--- config.mk ---
export PLATFORM = sky130hd
export DESIGN_NAME = switch_matrix_individual_ctrl
export DESIGN_NICKNAME = d
export VERILOG_FILES = /design/src/core/switch_group_decode.v /design/src/core/switch_source_select.v /design/src/core/switch_matrix_individual_ctrl.v
export VERILOG_INCLUDE_DIRS = /design/src /design/src/core
export SDC_FILE = /design/constraint.sdc
export NUM_CORES = 1
export LEC_CHECK = 0
export ABC_AREA = 1
export ABC_CLOCK_PERIOD_IN_PS = 2560
export BUFFER_PORTS_ARGS = -buffer_cell sky130_fd_sc_hd__buf_4
export CORE_MARGIN = 4
export CORE_UTILIZATION = 50
export CTS_BUF_LIST = sky130_fd_sc_hd__clkbuf_2
export DETAILED_ROUTE_END_ITERATION = 7
export PLACE_DENSITY = 0.92
export SETUP_SLACK_MARGIN = 0.15
export SYNTH_ARGS = -nofsm -noshare
export SYNTH_HDL_FRONTEND = slang
export SYNTH_SLANG_ARGS = --single-unit
--- constraint.sdc ---
create_clock -name core_clk_i -period 2.56 [get_ports core_clk_i]
set_input_delay 0.384 -clock core_clk_i [delete_from_list [all_inputs] [get_ports core_clk_i]]
set_output_delay 0.384 -clock core_clk_i [all_outputs]
set_load 0.005 [all_outputs]
--- src/core/switch_matrix_regs.vh ---
`ifndef SWITCH_MATRIX_REGS_VH
`define SWITCH_MATRIX_REGS_VH

// Register byte addresses
`define ADDR_DOUT_GROUP      32'h0000_2150
`define ADDR_NEG_GROUP       32'h0000_2154
`define ADDR_SW_STATE        32'h0000_215c
`define ADDR_SW_CFG          32'h0000_2000

// Reset values
`define DOUT_GROUP_RST       32'h0000_0000
`define NEG_GROUP_RST        32'h0000_0000
`define SW_CFG_RST           32'h0000_0f0f

// Writable bits per register; everything else reads zero
`define DOUT_GROUP_MASK      32'h0000_00df
`define NEG_GROUP_MASK       32'h0000_0c00
`define SW_CFG_MASK          32'h0001_0f0f

// Data-out group field positions
`define DOUT_CAL0_BIT        0
`define DOUT_INPUT1_BIT      1
`define DOUT_INPUT2_BIT      2
`define DOUT_INPUT3_BIT      3
`define DOUT_COUNTER0_BIT    4
`define DNODE_SENSE0_BIT     6
`define DNODE_AUX3_BIT       7

// Negative-node group field positions
`define NEG_TIA_SHORT_BIT    10
`define NEG_ALT_LOOP_BIT     11

// Switch configuration fields
`define SRC_SEL_BIT          16
`define NMUX_MSB             11
`define NMUX_LSB             8
`define DMUX_MSB             3
`define DMUX_LSB             0

// Grouped mux codes
`define DMUX_CAL0            4'h1
`define DMUX_INPUT1          4'h2
`define DMUX_INPUT2          4'h3
`define DMUX_INPUT3          4'h4
`define DMUX_COUNTER0        4'h5
`define DMUX_SENSE0          4'h7
`define DMUX_AUX3            4'h8
`define NMUX_TIA_SHORT       4'h0
`define NMUX_ALT_LOOP_LO     4'hb
`define NMUX_ALT_LOOP_HI     4'he

// Switch vector: data-out bits 7:0, negative bits 9:8
`define SW_COUNT             10

// AXI responses
`define RESP_OKAY            2'b00
`define RESP_SLVERR          2'b10

`endif

--- src/core/switch_group_decode.v ---
`timescale 1ns/1ps
`include "switch_matrix_regs.vh"

module switch_group_decode (
  // Grouped mux codes
  input  wire [3:0] dout_mux_code_i,
  input  wire [3:0] neg_mux_code_i,
  // Decoded enables
  output wire [7:0] dout_group_en_o,
  output wire [1:0] neg_group_en_o
);

  // One-hot decode of the data-out mux code
  function [7:0] dmux_decode;
    input [3:0] code;
    begin
      case (code)
        `DMUX_CAL0:     dmux_decode = 8'h01;
        `DMUX_INPUT1:   dmux_decode = 8'h02;
        `DMUX_INPUT2:   dmux_decode = 8'h04;
        `DMUX_INPUT3:   dmux_decode = 8'h08;
        `DMUX_COUNTER0: dmux_decode = 8'h10;
        `DMUX_SENSE0:   dmux_decode = 8'h40;
        `DMUX_AUX3:     dmux_decode = 8'h80;
        default:        dmux_decode = 8'h00;
      endcase
    end
  endfunction

  // Negative mux: bit 1 alt loopback, bit 0 TIA short
  function [1:0] nmux_decode;
    input [3:0] code;
    begin
      if (code == `NMUX_TIA_SHORT) begin
        nmux_decode = 2'b01;
      end else if ((code >= `NMUX_ALT_LOOP_LO) && (code <= `NMUX_ALT_LOOP_HI)) begin
        nmux_decode = 2'b10;
      end else begin
        nmux_decode = 2'b00;
      end
    end
  endfunction

  // Pure decode; registered by the parent
  assign dout_group_en_o = dmux_decode(dout_mux_code_i);
  assign neg_group_en_o  = nmux_decode(neg_mux_code_i);

endmodule

--- src/core/switch_source_select.v ---
`timescale 1ns/1ps
`include "switch_matrix_regs.vh"

module switch_source_select (
  // Source select
  input  wire                 indiv_sel_i,
  // Candidate enables
  input  wire [`SW_COUNT-1:0] indiv_en_i,
  input  wire [`SW_COUNT-1:0] group_en_i,
  // Chosen enables
  output wire [`SW_COUNT-1:0] sw_en_o
);

  genvar i;

  // Per-switch select, each bit on its own path
  generate
    for (i = 0; i < `SW_COUNT; i = i + 1) begin : g_sel
      assign sw_en_o[i] = indiv_sel_i ? indiv_en_i[i] : group_en_i[i];
    end
  endgenerate

endmodule

--- src/core/switch_matrix_individual_ctrl.v ---
// Operation
// - Data-out group register at 0x00002150, resets to zero, all open.
// - Negative-node group register at 0x00002154, resets to zero, all open.
// - Each data-out bit except bit 5 drives its own switch; any combination may close.
// - Bit 7 closes D-node to aux electrode three switch.
// - Bit 6 closes D-node to sense electrode zero switch.
// - Bit 4 closes data-out to counter electrode zero switch.
// - Bit 3 closes data-out to analog input three switch.
// - Bit 2 closes data-out to analog input two switch.
// - Bit 1 closes data-out to analog input one switch.
// - Bit 0 closes data-out to calibration resistor zero switch.
// - Each negative-node bit drives its own switch independently.
// - Negative bit 11 closes the alternate loopback switch.
// - Negative bit 10 shorts negative node to high speed TIA input.
// - Individual registers rule only while source select bit 16 is one.
//
// Register access over AXI4-Lite was chosen for this implementation.
`timescale 1ns/1ps
`include "switch_matrix_regs.vh"

module switch_matrix_individual_ctrl (
  // Clock and reset
  input  wire        core_clk_i,
  input  wire        resetn_i,
  // AXI4-Lite write address
  input  wire [31:0] awaddr_i,
  input  wire        awvalid_i,
  output wire        awready_o,
  // AXI4-Lite write data
  input  wire [31:0] wdata_i,
  input  wire [3:0]  wstrb_i,
  input  wire        wvalid_i,
  output wire        wready_o,
  // AXI4-Lite write response
  output wire [1:0]  bresp_o,
  output wire        bvalid_o,
  input  wire        bready_i,
  // AXI4-Lite read address
  input  wire [31:0] araddr_i,
  input  wire        arvalid_i,
  output wire        arready_o,
  // AXI4-Lite read data
  output wire [31:0] rdata_o,
  output wire [1:0]  rresp_o,
  output wire        rvalid_o,
  input  wire        rready_i,
  // Data-out group switch enables
  output wire        dnode_to_aux3_switch_o,
  output wire        dnode_to_sense0_switch_o,
  output wire        dout_to_counter0_switch_o,
  output wire        dout_to_input3_switch_o,
  output wire        dout_to_input2_switch_o,
  output wire        dout_to_input1_switch_o,
  output wire        dout_to_cal0_switch_o,
  // Negative-node group switch enables
  output wire        neg_alt_loopback_switch_o,
  output wire        neg_to_tia_short_switch_o
);

  // Switch enables leave through flops only, so the analog side
  // never sees a decode glitch while a bus write lands.
  // Cost: every switch moves one clock after its register.
  // Limitation: bit 5 of the data-out register has no switch.

  // Register select codes
  // The state view is read-only; writes to it are refused
  localparam SEL_NONE  = 3'd0;
  localparam SEL_DOUT  = 3'd1;
  localparam SEL_NEG   = 3'd2;
  localparam SEL_CFG   = 3'd3;
  localparam SEL_STATE = 3'd4;

  // Storage
  // Group registers keep only their writable bits
  reg  [31:0]           data_out_group_switch_ctrl_r;
  reg  [31:0]           negative_node_group_switch_ctrl_r;
  reg  [31:0]           sw_cfg_r;
  reg  [`SW_COUNT-1:0]  sw_en_r;

  // Write channel holding state
  // Address and data are parked separately; either may come first
  reg                   aw_hold_r;
  reg  [31:0]           awaddr_r;
  reg                   w_hold_r;
  reg  [31:0]           wdata_r;
  reg  [3:0]            wstrb_r;
  reg                   bvalid_r;
  reg  [1:0]            bresp_r;

  // Read channel state
  // Response fields are captured together with rvalid
  reg                   rvalid_r;
  reg  [1:0]            rresp_r;
  reg  [31:0]           rdata_r;

  // Combinational helpers
  // Handshake terms first, then the switch paths
  wire                  aw_fire;
  wire                  w_fire;
  wire                  ar_fire;
  wire                  do_write;
  wire [2:0]            wr_sel;
  wire [2:0]            rd_sel;

  // Switch paths
  wire [7:0]            dout_group_en;
  wire [1:0]            neg_group_en;
  wire [`SW_COUNT-1:0]  indiv_en;
  wire [`SW_COUNT-1:0]  group_en;
  wire [`SW_COUNT-1:0]  sw_en_nxt;
  wire [31:0]           sw_state;

  // Address decode, shared by both channels
  // Byte-lane address bits are ignored; any offset in a word hits it
  function [2:0] addr_decode;
    input [31:0] addr;
    begin
      case ({addr[31:2], 2'b00})
        `ADDR_DOUT_GROUP: addr_decode = SEL_DOUT;
        `ADDR_NEG_GROUP:  addr_decode = SEL_NEG;
        `ADDR_SW_CFG:     addr_decode = SEL_CFG;
        `ADDR_SW_STATE:   addr_decode = SEL_STATE;
        default:          addr_decode = SEL_NONE;
      endcase
    end
  endfunction

  // Byte-lane merge, then reserved bits forced to zero
  // Lanes with a low strobe keep their old value
  function [31:0] merge_write;
    input [31:0] old_val;
    input [31:0] new_val;
    input [3:0]  strb;
    input [31:0] mask;
    reg   [31:0] tmp;
    integer      k;
    begin
      tmp = old_val;
      for (k = 0; k < 4; k = k + 1) begin
        if (strb[k]) begin
          tmp[k*8 +: 8] = new_val[k*8 +: 8];
        end
      end
      merge_write = tmp & mask;
    end
  endfunction

  // Handshakes; one write and one read in flight at most
  // Ready depends on local flags only, never on valid, so no deadlock
  assign awready_o = ~aw_hold_r & ~bvalid_r;
  assign wready_o  = ~w_hold_r & ~bvalid_r;
  assign arready_o = ~rvalid_r;

  // Transfers completing at this edge
  assign aw_fire   = awvalid_i & awready_o;
  assign w_fire    = wvalid_i & wready_o;
  assign ar_fire   = arvalid_i & arready_o;

  // Write commits once both halves are parked
  assign do_write  = aw_hold_r & w_hold_r & ~bvalid_r;

  // One decoder serves both channels
  assign wr_sel    = addr_decode(awaddr_r);
  assign rd_sel    = addr_decode(araddr_i);

  // Address and data may arrive in either order
  // Each half parks in its own holding register until both are in
  always @(posedge core_clk_i or negedge resetn_i) begin
    if (!resetn_i) begin
      aw_hold_r <= 1'b0;
      awaddr_r  <= 32'h0000_0000;
      w_hold_r  <= 1'b0;
      wdata_r   <= 32'h0000_0000;
      wstrb_r   <= 4'h0;
    end else begin
      if (aw_fire) begin
        aw_hold_r <= 1'b1;
        awaddr_r  <= awaddr_i;
      end else if (do_write) begin
        aw_hold_r <= 1'b0;
      end
      if (w_fire) begin
        w_hold_r <= 1'b1;
        wdata_r  <= wdata_i;
        wstrb_r  <= wstrb_i;
      end else if (do_write) begin
        w_hold_r <= 1'b0;
      end
    end
  end

  // Write response; unmapped and read-only targets answer SLVERR
  // Refused writes still complete, so the master never hangs
  // bresp is only meaningful while bvalid is high
  always @(posedge core_clk_i or negedge resetn_i) begin
    if (!resetn_i) begin
      bvalid_r <= 1'b0;
      bresp_r  <= `RESP_OKAY;
    end else if (do_write) begin
      bvalid_r <= 1'b1;
      if ((wr_sel == SEL_NONE) || (wr_sel == SEL_STATE)) begin
        bresp_r <= `RESP_SLVERR;
      end else begin
        bresp_r <= `RESP_OKAY;
      end
    end else if (bvalid_r && bready_i) begin
      bvalid_r <= 1'b0;
    end
  end

  // Control registers; all switches open out of reset
  // Reserved bits are dropped on the way in, so a stray write
  // to them can never reach a switch
  always @(posedge core_clk_i or negedge resetn_i) begin
    if (!resetn_i) begin
      data_out_group_switch_ctrl_r      <= `DOUT_GROUP_RST;
      negative_node_group_switch_ctrl_r <= `NEG_GROUP_RST;
      sw_cfg_r                          <= `SW_CFG_RST;
    end else if (do_write) begin
      case (wr_sel)
        SEL_DOUT: begin
          data_out_group_switch_ctrl_r <= merge_write(data_out_group_switch_ctrl_r,
                                                      wdata_r, wstrb_r,
                                                      `DOUT_GROUP_MASK);
        end
        SEL_NEG: begin
          negative_node_group_switch_ctrl_r <= merge_write(negative_node_group_switch_ctrl_r,
                                                           wdata_r, wstrb_r,
                                                           `NEG_GROUP_MASK);
        end
        SEL_CFG: begin
          sw_cfg_r <= merge_write(sw_cfg_r, wdata_r, wstrb_r, `SW_CFG_MASK);
        end
        default: begin
          sw_cfg_r <= sw_cfg_r;
        end
      endcase
    end
  end

  // Grouped-mux decode from the configuration fields
  // Always decoded; the select below decides which source wins
  // Unused codes decode to all open
  switch_group_decode u_group_decode (
    .dout_mux_code_i (sw_cfg_r[`DMUX_MSB:`DMUX_LSB]),
    .neg_mux_code_i  (sw_cfg_r[`NMUX_MSB:`NMUX_LSB]),
    .dout_group_en_o (dout_group_en),
    .neg_group_en_o  (neg_group_en)
  );

  // Individual bits map one to one onto switches
  // Bit 5 rides along but is masked to zero, so it never closes
  assign indiv_en = {negative_node_group_switch_ctrl_r[`NEG_ALT_LOOP_BIT],
                     negative_node_group_switch_ctrl_r[`NEG_TIA_SHORT_BIT],
                     data_out_group_switch_ctrl_r[7:0]};
  assign group_en = {neg_group_en, dout_group_en};

  // Per-switch source choice; each bit kept separate
  // Flipping the select moves every switch at the same edge
  // No break-before-make: open old paths first if that matters
  switch_source_select u_source_select (
    .indiv_sel_i (sw_cfg_r[`SRC_SEL_BIT]),
    .indiv_en_i  (indiv_en),
    .group_en_i  (group_en),
    .sw_en_o     (sw_en_nxt)
  );

  // Switch enables from flops so analog controls never glitch
  // Async reset opens every pin at once, with no clock needed
  // One flop per switch; no shared decode after the flop
  always @(posedge core_clk_i or negedge resetn_i) begin
    if (!resetn_i) begin
      sw_en_r <= {`SW_COUNT{1'b0}};
    end else begin
      sw_en_r <= sw_en_nxt;
    end
  end

  // Live switch state, in the same bit layout as the controls
  // Read-only mirror, so software sees what the pins really do
  assign sw_state = {15'h0000,
                     sw_cfg_r[`SRC_SEL_BIT],
                     4'h0,
                     sw_en_r[9:8],
                     2'b00,
                     sw_en_r[7:0]};

  // Read path; unmapped reads return zero with SLVERR
  // Data captured at the address edge, held until taken
  // Reads run independently of any write in progress
  always @(posedge core_clk_i or negedge resetn_i) begin
    if (!resetn_i) begin
      rvalid_r <= 1'b0;
      rresp_r  <= `RESP_OKAY;
      rdata_r  <= 32'h0000_0000;
    end else if (ar_fire) begin
      rvalid_r <= 1'b1;
      rresp_r  <= `RESP_OKAY;
      case (rd_sel)
        SEL_DOUT: begin
          rdata_r <= data_out_group_switch_ctrl_r & `DOUT_GROUP_MASK;
        end
        SEL_NEG: begin
          rdata_r <= negative_node_group_switch_ctrl_r & `NEG_GROUP_MASK;
        end
        SEL_CFG: begin
          rdata_r <= sw_cfg_r & `SW_CFG_MASK;
        end
        SEL_STATE: begin
          rdata_r <= sw_state;
        end
        default: begin
          rdata_r <= 32'h0000_0000;
          rresp_r <= `RESP_SLVERR;
        end
      endcase
    end else if (rvalid_r && rready_i) begin
      rvalid_r <= 1'b0;
    end
  end

  // Write response outputs, straight from flops
  assign bvalid_o = bvalid_r;
  assign bresp_o  = bresp_r;

  // Read response outputs, straight from flops
  assign rvalid_o = rvalid_r;
  assign rresp_o  = rresp_r;
  assign rdata_o  = rdata_r;

  // Switch pins; bit 5 has no switch and is never driven out
  // Data-out group pins
  assign dnode_to_aux3_switch_o    = sw_en_r[`DNODE_AUX3_BIT];
  assign dnode_to_sense0_switch_o  = sw_en_r[`DNODE_SENSE0_BIT];
  assign dout_to_counter0_switch_o = sw_en_r[`DOUT_COUNTER0_BIT];
  assign dout_to_input3_switch_o   = sw_en_r[`DOUT_INPUT3_BIT];
  assign dout_to_input2_switch_o   = sw_en_r[`DOUT_INPUT2_BIT];
  assign dout_to_input1_switch_o   = sw_en_r[`DOUT_INPUT1_BIT];
  assign dout_to_cal0_switch_o     = sw_en_r[`DOUT_CAL0_BIT];

  // Negative-node group pins, top of the enable vector
  assign neg_alt_loopback_switch_o = sw_en_r[9];
  assign neg_to_tia_short_switch_o = sw_en_r[8];

endmodule

==> qor.yml <==
run_status:
  status: "complete, no violations"
power_and_ir_drop:
  powerDensity_nw_per_um2: 674
  max-vdd-ir-drop_v: 0.000505
  leakagePower_nw: 2.91
worst_setup_path:
  crit_path_max_fanout: 5
  critical_path_class: "register to primary output"
  worstPathCellList: "nor2_4, buf_4"
  ff2ff_path_depth: 8
  worstPathArrival_ns: 1.30
  startpoint_type: "register"
  cp.required_ns: 2.18
  cp-end-kind: "primary output"
  crit_slowest_cell: "dfrtp_1"
  cpPeakStageDelay_ns: 0.51
place:
  dp_hpwl_um: 7390
  postPlaceCellArea_um2: 5300
  port_buffers: 109
  place_congestion: 0.797
floorplanning:
  coreArea_um2: 8720
  die_x_um: 103
  die-height_um: 103
  num_rows: 34
  initial_core_util: 0.516
  die_area_um2: 10600
  io_pins: 157
timing:
  fin_skew_ns: 0.0288
  rsz0062_at_grt: "false"
  fmax_mhz: 593
  worstMarginPinSlew_ns: 0.676
  tns_ns: 0
  hold_viol: 0
  post-route-min-period_ns: 1.69
  max_slew_margin: 0.549
  slew_viol_final: 0
  post-route-period-util: 0.658
  setup_viol: 0
final_layout:
  layout-drive-gt1-share: 0.308
  area_growth_pct: 24.6
  fin_area_um2: 5610
  multi_input_comb_area_um2: 1910
  final_cell_mix: "nand2_1 (131), buf_4 (109), dfrtp_1 (82), nand3_1 (54), nor2_1 (46)"
  post-route-util: 0.643
  regArea_um2: 2260
  nets: 732
  diodes: 0
  final_common_cell: "nand2_1"
  fill_cells: 725
detailed_routing:
  drt-met1-wl_um: 3570
  dr_wl_met3_um: 978
  routed_wl_um: 10000
  num_vias: 3656
  first_pass_iters: 4
  ant_nets: 0
  highest_layer: "met4"
  wl_met2_um: 5290
  wl_per_cell_um: 13.6
  drt_iter0_drc: 104
  via_per_inst: 4.95
  drc_errors: 0
synth:
  ys_seq_area_frac: 0.503
  synth_area_per_cell_um2: 9.11
  ys_ff_latch: 90
  synth_cell_types: 32
  synth_cells: 494
  yosys_warnings: 0
  syn-cell-area_um2: 4500
clock_tree:
  post-cts-setup-buffers: 0
  clkTransAtPathRegs_ns: 0.23
  cts-buffers-inserted: 9
  ctsHtreeMaxLevel: 3
  clk-insertion-delay-late_ns: 0.53
  cts_sinks: 90
  clock_path_buffers: 2
  cts-root-buf: "clkbuf_2"
  cts_hold_buf: 7
  cts_resized: 0
  cts_tree: "yes"
global_routing:
  grt_pass1_vias: 3629
  grt_max_degree: 54
  globalRouteOverflowTotal: 0
  antenna_found_initial: 0
  track_usage: 0.191
  grt_pass1_wl_um: 15900
min_path:
  worstHoldPathType: "primary input to register"
  hold_depth: 2
flow_run:
  cap_violations: 0
==> worst paths after layout <==
path,startpoint,endpoint,slack (ns)
setup / recovery,bvalid_o$_DFFE_PN0P_,awready_o,0.87
hold / removal,awaddr_i[11],awaddr_r[11]$_DFFE_PN0P_,0.07
setup reg to reg,awaddr_r[15]$_DFFE_PN0P_,sw_cfg_r[3]$_DFFE_PN1P_,0.92
hold reg to reg,sw_cfg_r[10]$_DFFE_PN1P_,sw_cfg_r[10]$_DFFE_PN1P_,0.49
max in group asynchronous,resetn_i,sw_cfg_r[3]$_DFFE_PN1P_,1.44
min in group asynchronous,resetn_i,rvalid_o$_DFFE_PN0P_,0.40
==> final cells by class <==
class,instances,area share
inverters,42,0.0281
clock buffers,14,0.0125
repair buffers,132,0.189
flip-flops and latches,90,0.403
clock inverters,2,0.00268
multi-input cells,350,0.340
well taps,108,0.0241
==> registers in the layout (all words and copies together) (netlist names) <==
signal	flops
sw_cfg_r	9
rvalid_o	1
wstrb_r	3
sw_en_r	9
data_out_group_switch_ctrl_r	7
rdata_o	12
bresp_o	1
aw_hold_r	1
negative_node_group_switch_ctrl_r	2
wdata_r	12
bvalid_o	1
w_hold_r	1
awaddr_r	30
rresp_o	1
==> logic make-up after synthesis <==
group	Yosys count	synth area share
buf+inv	75	0.0904
other cells	1	0.000834
flops	90	0.503
simple gates	268	0.283
compound gates	24	0.0298
mux	36	0.0926
==> power breakdown <==
group,internal (W),leakage (nW),switching [W]
Clock,0.000148,0.0584,0.000448
Sequential,0.00182,1.10,0.000259
Combinational,0.000560,1.75,0.000551
==> synthesized netlist by cell type (all sizes together) <==
master  number  area [um2]
clkbuf       1        3.75
inv         42         158
nand4        1        12.5
mux2        36         417
nor4         1        6.26
a21oi       10        50.1
nor2        64         363
or2          1        8.76
o41ai        2        17.5
a22o         1        8.76
and2         1        7.51
buf         32         245
o31ai        1        7.51
nand3       57         300
dfrtp       82        2050
dfstp        8         210
o21ai       10        50.1
nand2      139         552
conb         1        3.75
nor3         4        25.0
==> layer usage <==
layer / vias to the layer above / GRT usage
li1: 1796 / -
met1: 1701 / 0.210
met2: 139 / 0.346
met3: 20 / 0.0609
met4: 0 / 0.0657
met5: - / 0
==> through the flow <==
step                      hold slack [ns]  total power, W  std cells  worst slack (ns)
after floorplan                    0.0884         0.00284        515              1.24
after global placement              0.443         0.00309        700              1.00
after detailed placement            0.463         0.00318        700             0.935
after CTS                        0.000393         0.00377        723             0.822
after global routing              0.00195         0.00405        738             0.754
final                              0.0677         0.00378        738             0.874
==> critical path, delay by kind of cell, from the launching register on <==
kind	cells	cell delay, ns
buffers and inverters	1	0.13
AND/OR/NAND/NOR	1	0.15
flip-flops	1	0.51
Power figures use the tool's default switching activity.
